===== src/hw/timer_event_map.vh =====
`ifndef TIMER_EVENT_MAP_VH
`define TIMER_EVENT_MAP_VH

// Register bus geometry
`define ADDR_W            8
`define DATA_W            32
`define STRB_FULL         4'hF

// Register byte offsets
`define OFS_CONTROL       8'h00
`define OFS_CHAN_MODE     8'h04
`define OFS_DMA_ENABLE    8'h08
`define OFS_INT_ENABLE    8'h0C
`define OFS_FLAGS         8'h10
`define OFS_SW_EVENT      8'h14
`define OFS_FLAG_CLEAR    8'h18

// Event bit positions, shared by request, flag and enable layouts
`define EV_W              8
`define EV_UPDATE         0
`define EV_CH0            1
`define EV_CH3            4
`define EV_COMMUTATION    5
`define EV_TRIGGER        6
`define EV_BREAK          7

// Control register fields
`define CTL_PRIMARY_OUTPUT_ENABLE          0
`define CHAN_W            4

// Reset values
`define RST_SW_EVENT      8'h00
`define RST_FLAGS         8'h00
`define RST_ENABLES       8'h00
`define RST_CHAN_MODE     4'h0
`define RST_PRIMARY_OUTPUT_ENABLE          1'b0

// Bus responses
`define RESP_OKAY         2'b00
`define RESP_SLVERR       2'b10

`endif


===== src/hw/event_flag_bank.v =====
`timescale 1ns/100ps
`include "timer_event_map.vh"

// Sticky event flags: hardware sets, software clears, set wins
module event_flag_bank
(
   input  wire                  sys_clk_in,
   input  wire                  rst_in,
   input  wire [`EV_W-1:0]      set_in,
   input  wire [`EV_W-1:0]      clear_in,
   output wire [`EV_W-1:0]      flag_out,
   output wire [`EV_W-1:0]      flag_nxt_out
);

   reg  [`EV_W-1:0] flag_r;
   wire [`EV_W-1:0] flag_nxt;

   genvar i;
   generate
      for (i = 0; i < `EV_W; i = i + 1)
      begin : g_flag
         // Set term is ORed last so a same-cycle clear cannot lose it
         assign flag_nxt[i] = set_in[i] | (flag_r[i] & ~clear_in[i]);

         always @(posedge sys_clk_in or posedge rst_in)
         begin
            if (rst_in)
               flag_r[i] <= 1'b0;
            else
               flag_r[i] <= flag_nxt[i];
         end
      end
   endgenerate

   assign flag_out     = flag_r;
   assign flag_nxt_out = flag_nxt;

endmodule // event_flag_bank


===== src/hw/axil_reg_port.v =====
`timescale 1ns/100ps
`include "timer_event_map.vh"

// AXI4-Lite slave front end: one write and one read in flight
module axil_reg_port
(
   input  wire                  sys_clk_in,
   input  wire                  rst_in,
   input  wire [`ADDR_W-1:0]    awaddr_in,
   input  wire                  awvalid_in,
   output wire                  awready_out,
   input  wire [`DATA_W-1:0]    wdata_in,
   input  wire [3:0]            wstrb_in,
   input  wire                  wvalid_in,
   output wire                  wready_out,
   output wire [1:0]            bresp_out,
   output wire                  bvalid_out,
   input  wire                  bready_in,
   input  wire [`ADDR_W-1:0]    araddr_in,
   input  wire                  arvalid_in,
   output wire                  arready_out,
   output wire [`DATA_W-1:0]    rdata_out,
   output wire [1:0]            rresp_out,
   output wire                  rvalid_out,
   input  wire                  rready_in,
   output wire                  wr_do_out,
   output wire [`ADDR_W-1:0]    wr_addr_out,
   output wire [`DATA_W-1:0]    wr_data_out,
   output wire [3:0]            wr_strb_out,
   input  wire                  wr_err_in,
   output wire [`ADDR_W-1:0]    rd_addr_out,
   input  wire [`DATA_W-1:0]    rd_data_in,
   input  wire                  rd_err_in
);

   reg                aw_full_r;
   reg  [`ADDR_W-1:0] aw_addr_r;
   reg                w_full_r;
   reg  [`DATA_W-1:0] w_data_r;
   reg  [3:0]         w_strb_r;
   reg                awready_r;
   reg                wready_r;
   reg                bvalid_r;
   reg  [1:0]         bresp_r;
   reg                arready_r;
   reg                rvalid_r;
   reg  [`DATA_W-1:0] rdata_r;
   reg  [1:0]         rresp_r;

   wire aw_take     = awvalid_in & awready_r;
   wire w_take      = wvalid_in & wready_r;
   wire wr_do       = aw_full_r & w_full_r & ~bvalid_r;
   wire aw_full_nxt = (aw_full_r & ~wr_do) | aw_take;
   wire w_full_nxt  = (w_full_r & ~wr_do) | w_take;
   wire bvalid_nxt  = wr_do | (bvalid_r & ~bready_in);
   wire ar_take     = arvalid_in & arready_r;
   wire rvalid_nxt  = ar_take | (rvalid_r & ~rready_in);

   // Address and data are held apart and joined once both have arrived
   always @(posedge sys_clk_in or posedge rst_in)
   begin
      if (rst_in)
      begin
         aw_full_r <= 1'b0;
         aw_addr_r <= {`ADDR_W{1'b0}};
         w_full_r  <= 1'b0;
         w_data_r  <= {`DATA_W{1'b0}};
         w_strb_r  <= 4'h0;
         awready_r <= 1'b0;
         wready_r  <= 1'b0;
         bvalid_r  <= 1'b0;
         bresp_r   <= `RESP_OKAY;
         arready_r <= 1'b0;
         rvalid_r  <= 1'b0;
         rdata_r   <= {`DATA_W{1'b0}};
         rresp_r   <= `RESP_OKAY;
      end
      else
      begin
         aw_full_r <= aw_full_nxt;
         w_full_r  <= w_full_nxt;
         awready_r <= ~aw_full_nxt;
         wready_r  <= ~w_full_nxt;
         bvalid_r  <= bvalid_nxt;
         arready_r <= ~rvalid_nxt;
         rvalid_r  <= rvalid_nxt;
         if (aw_take)
            aw_addr_r <= awaddr_in;
         if (w_take)
         begin
            w_data_r <= wdata_in;
            w_strb_r <= wstrb_in;
         end
         if (wr_do)
            bresp_r <= wr_err_in ? `RESP_SLVERR : `RESP_OKAY;
         if (ar_take)
         begin
            rdata_r <= rd_err_in ? {`DATA_W{1'b0}} : rd_data_in;
            rresp_r <= rd_err_in ? `RESP_SLVERR : `RESP_OKAY;
         end
      end
   end

   assign awready_out = awready_r;
   assign wready_out  = wready_r;
   assign bvalid_out  = bvalid_r;
   assign bresp_out   = bresp_r;
   assign arready_out = arready_r;
   assign rvalid_out  = rvalid_r;
   assign rdata_out   = rdata_r;
   assign rresp_out   = rresp_r;
   assign wr_do_out   = wr_do;
   assign wr_addr_out = aw_addr_r;
   assign wr_data_out = w_data_r;
   assign wr_strb_out = w_strb_r;
   assign rd_addr_out = araddr_in;

endmodule // axil_reg_port


===== src/hw/timer_event_gen.v =====
`timescale 1ns/100ps
`include "timer_event_map.vh"

// Operation
// - Event request register resets to zero, nothing pending
// - Bit 7 asks for a break event, self-clears; zero does nothing
// - Break request clears output enable, sets break flag, may interrupt
// - Bit 6 asks for a trigger event, self-clears; zero does nothing
// - Trigger request sets trigger flag and may raise interrupt or DMA
// - Trigger flag sets on any trigger event, held until software clears
// - Update flag sets on any update event, held until software clears
// - Channel flag sets on a software compare request, or on an outside compare while channel is in output mode
// - Commutation flag sets on commutation event, cleared only by software
module timer_event_gen
(
   input  wire                  sys_clk_in,
   input  wire                  rst_in,
   input  wire [`ADDR_W-1:0]    s_axi_awaddr_in,
   input  wire                  s_axi_awvalid_in,
   output wire                  s_axi_awready_out,
   input  wire [`DATA_W-1:0]    s_axi_wdata_in,
   input  wire [3:0]            s_axi_wstrb_in,
   input  wire                  s_axi_wvalid_in,
   output wire                  s_axi_wready_out,
   output wire [1:0]            s_axi_bresp_out,
   output wire                  s_axi_bvalid_out,
   input  wire                  s_axi_bready_in,
   input  wire [`ADDR_W-1:0]    s_axi_araddr_in,
   input  wire                  s_axi_arvalid_in,
   output wire                  s_axi_arready_out,
   output wire [`DATA_W-1:0]    s_axi_rdata_out,
   output wire [1:0]            s_axi_rresp_out,
   output wire                  s_axi_rvalid_out,
   input  wire                  s_axi_rready_in,
   input  wire [`EV_W-1:0]      hw_event_in,
   output wire [`EV_W-1:0]      event_pulse_out,
   output wire [`EV_W-1:0]      dma_req_out,
   output wire                  primary_output_enable_out,
   output wire                  irq_out
);

   // Software event request bits, one per event
   reg  [`EV_W-1:0]   software_event_trigger_r;
   reg  [`EV_W-1:0]   software_event_trigger_nxt;

   // Configuration held for software
   reg                primary_output_enable_r;
   reg                primary_output_enable_nxt;
   reg  [`CHAN_W-1:0] chan_output_mode_r;
   reg  [`EV_W-1:0]   dma_enable_r;
   reg  [`EV_W-1:0]   int_enable_r;

   // Registered outputs
   reg  [`EV_W-1:0]   event_pulse_r;
   reg  [`EV_W-1:0]   dma_req_r;
   reg                irq_r;

   // Bus side of the register file
   wire               wr_do;
   wire [`ADDR_W-1:0] wr_addr;
   wire [`DATA_W-1:0] wr_data;
   wire [3:0]         wr_strb;
   wire [`ADDR_W-1:0] rd_addr;
   reg  [`DATA_W-1:0] rd_data;
   reg                rd_err;
   reg                wr_err;

   // Decoded write strobes
   reg                wr_control;
   reg                wr_chan_mode;
   reg                wr_dma_enable;
   reg                wr_int_enable;
   reg                wr_sw_event;
   reg                wr_flag_clear;

   // Event gathering
   wire [`EV_W-1:0]   hw_event_gated;
   wire [`EV_W-1:0]   event_now;
   wire [`EV_W-1:0]   flag_clear;
   wire [`EV_W-1:0]   interrupt_flag_register;
   wire [`EV_W-1:0]   flag_nxt;
   wire               word_write;

   axil_reg_port u_bus
   (
      .sys_clk_in  (sys_clk_in),
      .rst_in      (rst_in),
      .awaddr_in   (s_axi_awaddr_in),
      .awvalid_in  (s_axi_awvalid_in),
      .awready_out (s_axi_awready_out),
      .wdata_in    (s_axi_wdata_in),
      .wstrb_in    (s_axi_wstrb_in),
      .wvalid_in   (s_axi_wvalid_in),
      .wready_out  (s_axi_wready_out),
      .bresp_out   (s_axi_bresp_out),
      .bvalid_out  (s_axi_bvalid_out),
      .bready_in   (s_axi_bready_in),
      .araddr_in   (s_axi_araddr_in),
      .arvalid_in  (s_axi_arvalid_in),
      .arready_out (s_axi_arready_out),
      .rdata_out   (s_axi_rdata_out),
      .rresp_out   (s_axi_rresp_out),
      .rvalid_out  (s_axi_rvalid_out),
      .rready_in   (s_axi_rready_in),
      .wr_do_out   (wr_do),
      .wr_addr_out (wr_addr),
      .wr_data_out (wr_data),
      .wr_strb_out (wr_strb),
      .wr_err_in   (wr_err),
      .rd_addr_out (rd_addr),
      .rd_data_in  (rd_data),
      .rd_err_in   (rd_err)
   );

   // Only whole-word writes change anything; narrower ones are refused
   assign word_write = wr_do & (wr_strb == `STRB_FULL);

   // Write decode and error answer
   always @*
   begin
      wr_control    = 1'b0;
      wr_chan_mode  = 1'b0;
      wr_dma_enable = 1'b0;
      wr_int_enable = 1'b0;
      wr_sw_event   = 1'b0;
      wr_flag_clear = 1'b0;
      wr_err        = 1'b0;
      case ({wr_addr[`ADDR_W-1:2], 2'b00})
         `OFS_CONTROL    : wr_control    = word_write;
         `OFS_CHAN_MODE  : wr_chan_mode  = word_write;
         `OFS_DMA_ENABLE : wr_dma_enable = word_write;
         `OFS_INT_ENABLE : wr_int_enable = word_write;
         `OFS_FLAGS      : wr_err        = 1'b0; // Read-only, write ignored
         `OFS_SW_EVENT   : wr_sw_event   = word_write;
         `OFS_FLAG_CLEAR : wr_flag_clear = word_write;
         default         : wr_err        = 1'b1;
      endcase
      if (wr_strb != `STRB_FULL)
         wr_err = 1'b1;
   end

   // Read mux; write-only registers read as zero
   always @*
   begin
      rd_data = {`DATA_W{1'b0}};
      rd_err  = 1'b0;
      case ({rd_addr[`ADDR_W-1:2], 2'b00})
         `OFS_CONTROL    : rd_data[`CTL_PRIMARY_OUTPUT_ENABLE] = primary_output_enable_r;
         `OFS_CHAN_MODE  : rd_data[`CHAN_W-1:0] = chan_output_mode_r;
         `OFS_DMA_ENABLE : rd_data[`EV_W-1:0] = dma_enable_r;
         `OFS_INT_ENABLE : rd_data[`EV_W-1:0] = int_enable_r;
         `OFS_FLAGS      : rd_data[`EV_W-1:0] = interrupt_flag_register;
         `OFS_SW_EVENT   : rd_data = {`DATA_W{1'b0}};
         `OFS_FLAG_CLEAR : rd_data = {`DATA_W{1'b0}};
         default         : rd_err  = 1'b1;
      endcase
   end

   // Request bits: a one sets, a zero leaves alone, issued next cycle
   // then dropped; bits 31..8 are not stored so they cannot act
   always @*
   begin
      software_event_trigger_nxt = {`EV_W{1'b0}};
      if (wr_sw_event)
         software_event_trigger_nxt = wr_data[`EV_W-1:0];
   end

   // Outside compare events count only for channels in output mode
   assign hw_event_gated[`EV_CH3:`EV_CH0] =
      hw_event_in[`EV_CH3:`EV_CH0] & chan_output_mode_r;
   assign hw_event_gated[`EV_UPDATE] = hw_event_in[`EV_UPDATE];
   assign hw_event_gated[`EV_W-1:`EV_COMMUTATION] =
      hw_event_in[`EV_W-1:`EV_COMMUTATION];

   // Issued events: pending software requests plus outside events
   assign event_now = software_event_trigger_r | hw_event_gated;

   // Flag clear: a one in the clear word drops that flag
   assign flag_clear = wr_flag_clear ? wr_data[`EV_W-1:0]
                                     : {`EV_W{1'b0}};

   event_flag_bank u_flags
   (
      .sys_clk_in   (sys_clk_in),
      .rst_in       (rst_in),
      .set_in       (event_now),
      .clear_in     (flag_clear),
      .flag_out     (interrupt_flag_register),
      .flag_nxt_out (flag_nxt)
   );

   // Output enable: software sets or clears, a break always wins
   always @*
   begin
      primary_output_enable_nxt = primary_output_enable_r;
      if (wr_control)
         primary_output_enable_nxt = wr_data[`CTL_PRIMARY_OUTPUT_ENABLE];
      if (event_now[`EV_BREAK])
         primary_output_enable_nxt = 1'b0;
   end

   // Request register and configuration registers
   always @(posedge sys_clk_in or posedge rst_in)
   begin
      if (rst_in)
      begin
         software_event_trigger_r <= `RST_SW_EVENT;
         primary_output_enable_r  <= `RST_PRIMARY_OUTPUT_ENABLE;
         chan_output_mode_r       <= `RST_CHAN_MODE;
         dma_enable_r             <= `RST_ENABLES;
         int_enable_r             <= `RST_ENABLES;
      end
      else
      begin
         software_event_trigger_r <= software_event_trigger_nxt;
         primary_output_enable_r  <= primary_output_enable_nxt;
         if (wr_chan_mode)
            chan_output_mode_r <= wr_data[`CHAN_W-1:0];
         if (wr_dma_enable)
            dma_enable_r <= wr_data[`EV_W-1:0];
         if (wr_int_enable)
            int_enable_r <= wr_data[`EV_W-1:0];
      end
   end

   // Event pulses, DMA requests and interrupt level, all registered
   always @(posedge sys_clk_in or posedge rst_in)
   begin
      if (rst_in)
      begin
         event_pulse_r <= {`EV_W{1'b0}};
         dma_req_r     <= {`EV_W{1'b0}};
         irq_r         <= 1'b0;
      end
      else
      begin
         event_pulse_r <= event_now;
         dma_req_r     <= event_now & dma_enable_r;
         irq_r         <= |(flag_nxt & int_enable_r);
      end
   end

   assign event_pulse_out           = event_pulse_r;
   assign dma_req_out               = dma_req_r;
   assign primary_output_enable_out = primary_output_enable_r;
   assign irq_out                   = irq_r;

endmodule // timer_event_gen


===== config.mk =====
export PLATFORM = sky130hd
export DESIGN_NAME = timer_event_gen
export DESIGN_NICKNAME = d
export VERILOG_FILES = /design/src/hw/event_flag_bank.v /design/src/hw/axil_reg_port.v /design/src/hw/timer_event_gen.v
export VERILOG_INCLUDE_DIRS = /design/src /design/src/hw
export SDC_FILE = /design/constraint.sdc
export NUM_CORES = 1
export LEC_CHECK = 0
export BUFFER_PORTS_ARGS = -buffer_cell sky130_fd_sc_hd__buf_4
export CORE_MARGIN = 2
export CORE_UTILIZATION = 40
export DETAILED_ROUTE_END_ITERATION = 10
export HOLD_SLACK_MARGIN = 0.1
export PLACE_DENSITY = 0.68
export SLEW_MARGIN = 40
export SYNTH_ARGS = -nofsm -noshare
export SYNTH_HDL_FRONTEND = slang
export SYNTH_SLANG_ARGS = --single-unit

===== constraint.sdc =====
create_clock -name sys_clk_in -period 3.55 [get_ports sys_clk_in]
set_input_delay 1.065 -clock sys_clk_in [delete_from_list [all_inputs] [get_ports sys_clk_in]]
set_output_delay 1.065 -clock sys_clk_in [all_outputs]
set_load 0.01 [all_outputs]

## Yosys cells after proc, flatten, opt, wreduce, memory -nomap -nowiden

Cells that the tools add are included.

- Register bits after elaboration: 117
- Bits in latches: 0
- RAM bits: 0
- Memory bits (read-only): 0
- Logic and storage cells: 116
- Memories kept: 0

- Add/sub/neg operators: 0
- Multiply operators: 0
- Divide/modulo/power cells: 0
- Magnitude comparators: 0
- Equal/unequal tests: 14
- Shift operators: 0
- Multiplexer cells: 18
- Bitwise gates (word level): 49
- Reductions and logical operators: 6

Operator list:

| operator | number |
|---|---|
| 6-bit by 3-bit == test with 1-bit output, second input constant | 6 |
| 6-bit by 2-bit == test with 1-bit output, second input constant | 4 |
| 8-bit two-way mux | 3 |
| 1-bit AND | 18 |
| 8-bit AND | 2 |
| 1-bit NOT | 15 |
| 7-bit OR reduction | 2 |
| 6-bit by 1-bit == test with 1-bit output, second input constant | 2 |
| 6-bit logical NOT | 2 |
| 1-bit OR | 12 |
| 3-bit case mux with 4 select lines | 1 |
| 4-bit case mux with 3 select lines | 1 |
| 1-bit two-way mux | 10 |
| 8-bit OR | 1 |
| 8-bit OR reduction | 1 |
| 1-bit case mux with 5 select lines | 1 |
| 4-bit AND | 1 |
| 4-bit == test, second input constant | 1 |
| 2-bit two-way mux | 2 |
| 4-bit != test, second input constant | 1 |
| 2-bit nonzero test | 1 |

## Logic depth before layout (Yosys ltp)

Gate-level depths: netlist (run 1).

- Depth in word-level cells: 10
- Mapped depth: 6

## By module

Synthesis (run 1) repeated with hierarchy kept, for this count alone.

- Cells, all modules: 415
- Area, all modules: 5878.1 µm²

By module, submodules not included:

| module | times used | cells each | area an instance (µm²) |
|---|---|---|---|
| axil_reg_port | 1 | 235 | 3547.2 |
| timer_event_gen | 1 | 155 | 2037.0 |
| event_flag_bank | 1 | 25 | 294.0 |

## Least setup slack after synthesis (run 1)

Ideal clock, no wire load.

- Kind: input port to flip-flop
- Start point: input s_axi_araddr_in[7]
- End point: register u_bus.rdata_r[4] (netlist: u_bus.rdata_out[4])
- Library setup time: 0.083 ns
- Data arrival time: 2.108 ns
- Required time: 3.467 ns
- Slack: 1.359 ns
- Stages on the path: 5
- Path buffers: 1
- Cells stage by stage: or3_1 -> clkbuf_1 -> nor2_1 -> o21ai_0 -> o21ai_0

- Longest elaborated chain between the ends: 3
- Elaborated cells between the ends (all ways): 10
- Classes of those cells: 6 x eq/ne; 2 x mux; 2 x reduce/logical

Ends and longest elaborated chain:

| element | line | source |
|---|---|---|
| start: declaration | timer_event_gen.v:28 | `` input wire [`ADDR_W-1:0] s_axi_araddr_in, `` |
| 6-bit by 3-bit == test with 1-bit output, or another cell as far along | timer_event_gen.v:147 | `` case ({rd_addr[`ADDR_W-1:2], 2'b00}) `` |
| 4-bit case mux with 3 select lines / 7-bit OR reduction (equally long branches) | -- |  |
| 8-bit two-way mux * | axil_reg_port.v:98 | `` rdata_r <= rd_err_in ? {`DATA_W{1'b0}} : rd_data_in; `` |
| end signal: assignment | axil_reg_port.v:75 | `` rdata_r <= {`DATA_W{1'b0}}; `` |
| end signal: assignment | axil_reg_port.v:98 |  |
| end: declaration | axil_reg_port.v:47 | `` reg [`DATA_W-1:0] rdata_r; `` |

Mark *: on every way between the ends. The rest lies on a longest branch, timed or not.
A chain may end at the register's enable or synchronous reset.

## Worst setup path in the final report (run 1)

- Start point: register u_bus.aw_addr_r[6] (netlist: u_bus.wr_addr_out[6])
- End point: register irq_r (netlist: irq_out)

- Longest elaborated chain between the ends: 8
- Elaborated cells between the ends (all ways): 29
- Classes of those cells: 1 x eq/ne; 2 x mux; 25 x bitwise; 1 x reduce/logical

Ends and longest elaborated chain:

| element | line | source |
|---|---|---|
| start: declaration | axil_reg_port.v:37 | `` reg [`ADDR_W-1:0] aw_addr_r; `` |
| start signal: assignment | axil_reg_port.v:65 | `` aw_addr_r <= {`ADDR_W{1'b0}}; `` |
| start signal: assignment | axil_reg_port.v:88 | `aw_addr_r <= awaddr_in;` |
| 6-bit by 3-bit == test with 1-bit output * | timer_event_gen.v:128 | `` case ({wr_addr[`ADDR_W-1:2], 2'b00}) `` |
| 1-bit two-way mux * | timer_event_gen.v:128 |  |
| 8-bit two-way mux * | timer_event_gen.v:179 | `` assign flag_clear = wr_flag_clear ? wr_data[`EV_W-1:0] `` |
| 1-bit NOT | event_flag_bank.v:23 | `assign flag_nxt[i] = set_in[i] \| (flag_r[i] & ~clear_in[i]);` |
| 1-bit AND | event_flag_bank.v:23 |  |
| 1-bit OR | event_flag_bank.v:23 |  |
| 8-bit AND * | timer_event_gen.v:239 | `irq_r <= \|(flag_nxt & int_enable_r);` |
| 8-bit OR reduction * | timer_event_gen.v:239 |  |
| end signal: assignment | timer_event_gen.v:239 |  |
| end: declaration | timer_event_gen.v:56 | `reg irq_r;` |

Marked as above.

==> results.yml, run 1 <==
synth:
  netlist_instances: 324
  syn_area_um2: 3814
  syn_avg_cell_area_um2: 11.77
  synth_top_cell_by_area: "dfrtp_1"
  synth_common_cells: "89 x dfrtp_1, 38 x mux2_2, 30 x nand2_1"
  async_flop_share: 1.000
  synth_edf_count: 0
  synth_top_area_frac: 0.5840
  synth.distinct_cells: 37
  synth.most_common_cell: "dfrtp_1"
  ys_warn_count: 0
  ys_top_cells_by_area: "dfrtp_1 58%, mux2_2 11%, buf_4 5.3%"
  ys_seq_area_frac: 0.5840
  ys_ff_latch: 89
  ys.flop_type: "dfrtp_1"
clock_tree:
  cts_setup_buffers: 0
  cts_buffers: 9
  cts-root-buf: "clkbuf_8"
  cts_tree: "built"
  hold_buffers: 0
  clk_latency_ns: 0.35
  ctsResizeCount: 0
  clk_path_buf_depth: 2
  cts_sinks: 89
  htree_levels: 3
  clk_pin_slew_ns: 0.08
power_and_ir_drop:
  p_clk_frac: 0.281
  power.internal_mw: 1.835
  power_frac_seq: 0.531
  p_comb_frac: 0.188
  swShare: 0.2867
  p_switching_uw: 737.7
  power_density_nw_per_um2: 557.7
  vdd_drop_max_mv: 0.4193
  leakage_nw: 2.307
sta:
  slew_violations: 0
  max_freq_mhz: 432.4
  min_period_over_period: 0.6515
  tns_ns: 0
  rsz0062_at_grt: "no"
  hold_viol: 0
  tightest_slew_ns: 0.7518
  finClkSkew_ns: 0.006605
  setup_viol: 0
  min_period_ns: 2.313
  slew_headroom: 0.4942
  setup_ws_ns: 1.237
finish:
  num-fill-cells: 823
  area_delta_synth_final_pct: 20.96
  drive_gt1_frac: 0.3185
  multi_input_area_um2: 1394
  num-nets-final: 467
  regArea_um2: 2227
  fin_cells: 534
  diodes: 0
critical_path:
  r2r_setup_slack_ns: 1.24
  r2r-end: "irq_out$_DFF_PP0_"
  worstSetupPathType: "reg -> reg"
  start_kind: "flip-flop"
  worstPathArrival_ns: 2.53
  critPathRequiredTime_ns: 3.77
  path_max_fanout: 10
  r2r_start: "u_bus.wr_addr_out[6]$_DFFE_PP0P_"
  crit_path_end_kind: "flip-flop"
  ff2ff_path_depth: 5
global_route:
  grt_usage: 0.1645
  grt_pass1_wl_um: 12820
  antenna_found_initial: 0
  grt_max_degree: 48
  grtUsageMet1: 0.2238
  grt_overflow: 0
  top_usage_layer: "met2"
  grt_use_met2: 0.2480
  use_met3: 0.06901
  grt_pass1_vias: 2542
floorplanning:
  die_y_um: 101.6
  initial_utilization: 0.4127
  ios: 126
  fp.dieW_um: 101.6
  core_um2: 9240
  die_area_um2: 10330
  row_count: 35
routing:
  wl_per_cell_um: 14.37
  vias: 2546
  drtIter0Drc: 84
  drc: 0
  totalWireLength_um: 7672
  ant_nets: 0
  firstDrtPassIters: 4
  vias_per_cell: 4.768
worst_hold_path:
  hold_class: "reg -> reg"
  hold_depth: 2
  min_from: "software_event_trigger_r[0]$_DFF_PP0_"
  hold_path_end: "u_flags.flag_out[0]$_DFF_PP0_"
placement:
  place_ws_ns: 0.9972
  place_inst: 518
  io_buffer_count: 71
  dp_hpwl_um: 5525
  routabilityCongestion: 0.7811
outcome:
  status: "finished, final reports clean"
job:
  drv_cap: 0
## critical path, cell delays in order, from the launching register on
cell      delay, ns
dfrtp_1        0.38
nand4b_1       0.44
nor4_4         0.79
a31oi_1        0.20
nor3_1         0.23
nand4_1        0.14
## worst max-delay path by stage
stage	cells after the start	slack [ns]	start	endpoint
2_1_floorplan	1	0.18	rst_in	chan_output_mode_r[0]$_DFFE_PP0P_
3_3_place_gp	5	1.07	s_axi_araddr_in[7]	u_bus.rdata_out[6]$_DFFE_PP0P_
3_5_place_dp	5	1.0	s_axi_araddr_in[7]	u_bus.rdata_out[5]$_DFFE_PP0P_
4_1_cts	4	1.23	u_bus.wr_addr_out[6]$_DFFE_PP0P_	int_enable_r[3]$_DFFE_PP0P_
5_1_grt	5	1.09	u_bus.wr_addr_out[6]$_DFFE_PP0P_	irq_out$_DFF_PP0_
6_report	5	1.24	u_bus.wr_addr_out[6]$_DFFE_PP0P_	irq_out$_DFF_PP0_
## layout make-up
class                           instances  area share
Inverter                               15     0.01275
Clock buffer                           13     0.03011
Sequential cell                        89      0.4828
Multi-Input combinational cell        211      0.3021
Tap cell                              129     0.03499
Timing Repair Buffer                   74      0.1231
Clock inverter                          3     0.01410
## power by group through the flow
stage | Combinational, mW | Sequential (mW) | Clock (mW)
after detailed placement | 0.486 | 1.39 | 0
final | 0.483 | 1.37 | 0.723
after global routing | 0.545 | 1.40 | 0.803
after floorplan | 0.358 | 1.34 | 0
after CTS | 0.489 | 1.37 | 0.749
after global placement | 0.473 | 1.38 | 0
## through the flow
step,area (µm²),total power [mW],hold WS (ns),util
global placement,4408,1.851,0.4383,0.4770
global route,4613,2.749,0.4773,0.4993
detailed placement,4408,1.874,0.4407,0.4770
CTS,4612,2.606,0.4546,0.4991
floorplan,3908,1.696,0.4222,-
finish,4613,2.573,0.4562,0.4993
## kinds of logic (layout without fill, tap and decap cells)
group           count (synthesis)  in the layout  synth area share
simple gates                   86             86            0.1257
flops                          89             89            0.5840
compound gates                 56             56           0.08891
mux                            43             43            0.1253
other cells                     1             26         0.0009833
buf+inv                        49            105           0.07513
## metal layers
layer  vias to the layer above  wire, µm  share of wire
met1                      1220      3489           0.45
li1                       1217         -              -
met3                         6       593          0.077
met4                         0        70         0.0091
met2                       103      3518           0.46
met5                         -         0              0
## cell usage in the layout (no fill, tap or decap), types with 4 or more instances in the layout
cell / Yosys / routed
a31oi_1: 5 / 5
dfrtp_1: 89 / 89
a21oi_1: 13 / 13
nand2_1: 30 / 30
mux2_2: 38 / 38
o21ai_0: 19 / 19
clkbuf_8: 0 / 9
nor2b_1: 8 / 8
o22ai_1: 4 / 4
nor2_1: 13 / 13
conb_1: 1 / 26
buf_4: 27 / 73
mux2i_1: 5 / 5
clkbuf_1: 4 / 4
a22o_1: 4 / 4
inv_1: 15 / 14
and2_1: 14 / 14
## flip-flops by register name, indices dropped and copies added, names as in the netlist, 4 cells and up
name	count
u_bus.rdata_out	8
u_bus.wr_strb_out	4
dma_enable_r	8
software_event_trigger_r	8
dma_req_out	8
u_flags.flag_out	8
chan_output_mode_r	4
int_enable_r	8
u_bus.wr_data_out	8
u_bus.wr_addr_out	6
event_pulse_out	8
No activity file was read; power rests on OpenSTA's default activity.
==> run 2: changes to the inputs <==
Clock period 3.55 ns to 2.1 ns, I/O delays scaled along.
==> run 2 against run 1 <==
Compared with the run above:
- utilization is 1.7 points higher
- routed wire length is 2.6% higher
- register-to-register slack worse by 1.2 ns
==> results.yml, run 2 (synthesis gave the netlist of run 1 again) <==
outcome:
  status: "finished, final reports clean"
critical_path:
  startpoint: "u_bus.wr_addr_out[5]$_DFFE_PP0P_"
  ff2ff_path_depth: 6
  crit_path_end_kind: "flip-flop"
  cp_num_buf_inv: 1
  critPathSlowestCell: "or3b_1"
  start_kind: "flip-flop"
  path_max_fanout: 4
  r2r_setup_slack_ns: 0.08
  r2r-end: "irq_out$_DFF_PP0_"
  r2r_start: "u_bus.wr_addr_out[5]$_DFFE_PP0P_"
  critPathRequiredTime_ns: 2.34
  crit_family: "simple AND/OR/NAND/NOR gates"
  path_cells: "or3b_1 > buf_4 > nor4_1 > o21ai_0 > a21oi_1 > nand4_1"
  worstPathArrival_ns: 2.26
  worstSetupPathType: "reg -> reg"
  critical-path-max-stage-delay_ns: 0.49
routing:
  wl_per_cell_um: 14.42
  vias_per_cell: 4.819
  drtIter0Drc: 80
  firstDrtPassIters: 5
  totalWireLength_um: 7872
  drc: 0
  ant_nets: 0
  vias: 2631
clock_tree:
  htree_levels: 3
  ctsResizeCount: 0
  cts_setup_buffers: 0
  hold_buffers: 0
  clk_path_buf_depth: 2
  cts-root-buf: "clkbuf_8"
  cts_tree: "built"
  clk_pin_slew_ns: 0.09
  cts_sinks: 89
  cts_buffers: 9
  clk_latency_ns: 0.36
sta:
  rsz0062_at_grt: "no"
  whs_ns: 0.4042
  max_freq_mhz: 494.0
  tightest_slew_ns: 0.4937
  slew_headroom: 0.6678
  finClkSkew_ns: 0.009279
  min_period_ns: 2.024
  slew_violations: 0
  hold_viol: 0
  tns_ns: 0
  min_period_over_period: 0.9640
  setup_viol: 0
  setup_ws_ns: 0.07568
placement:
  routabilityCongestion: 0.8001
  place_ws_ns: 0.1181
  io_buffer_count: 71
  place_inst: 530
  placed_cell_area_um2: 4526
  dp_hpwl_um: 5715
finish:
  diodes: 0
  area_delta_synth_final_pct: 25.00
  final_common_cell: "dfrtp_1"
  layout_common_cells: "89 x dfrtp_1, 83 x buf_4, 38 x mux2_2"
  post-route-cell-area_um2: 4767
  final_util: 0.5159
  num-nets-final: 479
  drive_gt1_frac: 0.3477
  fin_cells: 546
global_route:
  grt_overflow: 0
  top_usage_layer: "met2"
  grtUsageMet1: 0.2167
  grt_usage: 0.1652
  grt_max_degree: 90
  antenna_found_initial: 0
  grt_pass1_wl_um: 13000
  use_met3: 0.04624
  grt_pass1_vias: 2612
  grt_use_met2: 0.2657
job:
  drv_cap: 0
floorplanning:
  row_count: 35
  initial_utilization: 0.4127
  ios: 126
  core_um2: 9240
  die_y_um: 101.6
  fp.dieW_um: 101.6
  die_area_um2: 10330
power_and_ir_drop:
  leakage_nw: 2.390
  power_density_nw_per_um2: 959.7
  vdd_drop_max_mv: 0.6071
  p_total_mw: 4.575
worst_hold_path:
  hold_class: "in -> async"
-- run 2: changes by cell type in the layout (fill, tap and decap cells not counted) --
cell / previous run / this run
buf_4: 73 / 83
inv_4: 1 / 0
clkinvlp_4: 0 / 1
bufinv_16: 2 / 3
clkbuf_1: 4 / 0
inv_6: 0 / 1
clkinv_4: 0 / 1
buf_12: 1 / 3
clkinv_2: 1 / 2
-- run 2: worst register-to-register path, cell delays in order (launching register included) --
cell and delay [ns]:
dfrtp_1 0.38, or3b_1 0.49, buf_4 0.20, nor4_1 0.36, o21ai_0 0.19, a21oi_1 0.21
nand4_1 0.10
-- run 2: metal layers --
layer	vias to the layer above	routed length [µm]
met2	102	3742
met3	9	534
met1	1272	3476
met5	-	0
met4	0	119
li1	1248	-
-- run 2: report_power, final --
part / switching (mW) / internal [mW] / total [mW]
registers: 0.308 / 2.01 / 2.32
logic: 0.402 / 0.460 / 0.862
clock network: 0.605 / 0.792 / 1.40
total: 1.31 / 3.26 / 4.58
-- run 2: final cells by class --
class	count	area, µm²
timing repair buffer	86	683.2
inverter	15	60.06
fill	819	4473
tap	129	161.4
clock buffer	9	123.9
multi-input combinational	211	1394
clock inverter	7	117.6
sequential	89	2227
-- run 2: how the worst max path moves through the flow --
stage                                     end  slack [ns]  depth (start not counted)
2_1_floorplan     int_enable_r[0]$_DFFE_PP0P_        0.20                          5
3_3_place_gp   u_bus.rdata_out[6]$_DFFE_PP0P_        0.16                          5
3_5_place_dp                irq_out$_DFF_PP0_        0.12                          6
4_1_cts                     irq_out$_DFF_PP0_        0.11                          6
5_1_grt           int_enable_r[1]$_DFFE_PP0P_        0.05                          5
6_report                    irq_out$_DFF_PP0_        0.08                          6
==> run 3: changes to the inputs <==
Settings changed: PLACE_DENSITY 0.68 to unset, PLACE_DENSITY_LB_ADDON set to 0.2.
==> run 3 against run 2 <==
Compared with the run above:
- sequential power about the same
- die area stayed put
- global-route usage grew 0.34 points
- count of clock-buffer cells in the layout stayed put
- critical path depth is 1 lower
- largest power group unchanged
- hold slack worse by 0.12 ns
- worst setup slack better by 0.054 ns
- cell area is 0.26% lower
- clock power shrank 18%
- sequential share of layout area is 0.12 points higher
- utilization shrank 0.14 points
==> results.yml, run 3 (synthesis gave the netlist of run 1 again) <==
routing:
  totalWireLength_um: 8046
  wl_per_cell_um: 14.68
  vias: 2622
  firstDrtPassIters: 4
  drc: 0
  ant_nets: 0
  drtIter0Drc: 94
  vias_per_cell: 4.785
worst_hold_path:
  hold_class: "in -> async"
clock_tree:
  cts_setup_buffers: 0
  cts-root-buf: "clkbuf_8"
  cts_tree: "built"
  ctsResizeCount: 0
  hold_buffers: 0
  clk_path_buf_depth: 2
  clk_pin_slew_ns: 0.09
  clk_latency_ns: 0.36
  htree_levels: 3
  cts_sinks: 89
  cts_buffers: 9
critical_path:
  ff2ff_path_depth: 5
  worstSetupPathType: "reg -> reg"
  path_max_fanout: 8
  crit_path_end_kind: "flip-flop"
  startpoint: "u_bus.wr_addr_out[5]$_DFFE_PP0P_"
  worstPathArrival_ns: 2.21
  start_kind: "flip-flop"
  r2r_start: "u_bus.wr_addr_out[5]$_DFFE_PP0P_"
  r2r-end: "int_enable_r[7]$_DFFE_PP0P_"
  setup.worst_path.end: "int_enable_r[7]$_DFFE_PP0P_"
  critPathRequiredTime_ns: 2.34
  r2r_setup_slack_ns: 0.13
floorplanning:
  ios: 126
  fp.dieW_um: 101.6
  row_count: 35
  core_um2: 9240
  die_y_um: 101.6
  die_area_um2: 10330
  initial_utilization: 0.4127
global_route:
  grt_use_met2: 0.2672
  grt_pass1_wl_um: 13210
  grt_overflow: 0
  top_usage_layer: "met2"
  grt_pass1_vias: 2646
  use_met3: 0.04555
  grt_max_degree: 32
  antenna_found_initial: 0
  grt_usage: 0.1686
  grtUsageMet1: 0.2227
power_and_ir_drop:
  swShare: 0.3029
  power_density_nw_per_um2: 911.3
  p_switching_mw: 1.313
  power_frac_seq: 0.535
  p_comb_frac: 0.201
  vdd_drop_max_mv: 0.7020
  power.internal_mw: 3.020
  p_clk_frac: 0.265
  leakage_nw: 2.372
finish:
  final_common_cell: "dfrtp_1"
  drive_gt1_frac: 0.3508
  num-nets-final: 482
  diodes: 0
  post-route-cell-area_um2: 4755
  num-fill-cells: 848
  area_delta_synth_final_pct: 24.67
  layout_common_cells: "89 x dfrtp_1, 85 x buf_4, 38 x mux2_2"
  fin_cells: 548
sta:
  setup_ws_ns: 0.1297
  finClkSkew_ns: 0.01160
  slew_violations: 0
  slew_headroom: 0.6682
  min_period_over_period: 0.9382
  setup_viol: 0
  hold_viol: 0
  rsz0062_at_grt: "no"
  tightest_slew_ns: 0.4932
  tns_ns: 0
  min_period_ns: 1.970
  max_freq_mhz: 507.5
placement:
  io_buffer_count: 71
  placed_cell_area_um2: 4561
  place_ws_ns: 0.1079
  routabilityCongestion: 0.7862
  dp_hpwl_um: 5940
  place_inst: 533
job:
  drv_cap: 0
outcome:
  status: "finished, final reports clean"
-- run 3: worst min-delay path by stage --
| stage | endpoint | depth (start not counted) | slack [ns] |
|---|---|---|---|
| 2_1_floorplan | event_pulse_out[3]$_DFF_PP0_ | 2 | 0.42 |
| 3_3_place_gp | u_flags.flag_out[7]$_DFF_PP0_ | 2 | 0.44 |
| 3_5_place_dp | u_flags.flag_out[7]$_DFF_PP0_ | 2 | 0.45 |
| 4_1_cts | event_pulse_out[6]$_DFF_PP0_ | 2 | 0.28 |
| 5_1_grt | event_pulse_out[6]$_DFF_PP0_ | 2 | 0.29 |
| 6_report | event_pulse_out[6]$_DFF_PP0_ | 2 | 0.28 |
-- run 3: critical path: stages, from the launching register on --
cell and delay (ns):
dfrtp_1 0.38, or3b_1 0.52, nor4_4 0.24, and3_1 0.25
buf_12 0.14, mux2_2 0.33
-- run 3: metal layers --
layer | vias up | part of all wire
li1 | 1253 | -
met2 | 98 | 0.47
met1 | 1263 | 0.44
met4 | 0 | 0.012
met5 | - | 0
met3 | 8 | 0.070
-- run 3: stage by stage --
step | total power [mW] | hold WS [ns] | util
2_1_floorplan | 2.868 | 0.4222 | -
3_3_place_gp | 3.193 | 0.4404 | 0.4936
3_5_place_dp | 3.230 | 0.4487 | 0.4936
4_1_cts | 4.386 | 0.2783 | 0.5146
5_1_grt | 4.616 | 0.2931 | 0.5146
6_report | 4.333 | 0.2849 | 0.5146
-- run 3: power groups by stage --
stage                     Clock (mW)  Combinational (mW)  Sequential [mW]
final                           1.15               0.870             2.32
after global routing            1.27               0.972             2.37
after CTS                       1.19               0.883             2.32
after detailed placement           0               0.879             2.35
after global placement             0               0.855             2.34
after floorplan                    0               0.606             2.26
-- run 3: layout make-up --
cell class	instances	area (µm²)	area share
inverters	15	60.06	0.01263
multi-input cells	211	1394	0.2932
clock inverters	6	70.07	0.01474
well taps	129	161.4	0.03395
clock buffers	9	123.9	0.02605
flip-flops and latches	89	2227	0.4684
repair buffers	89	718.2	0.1511
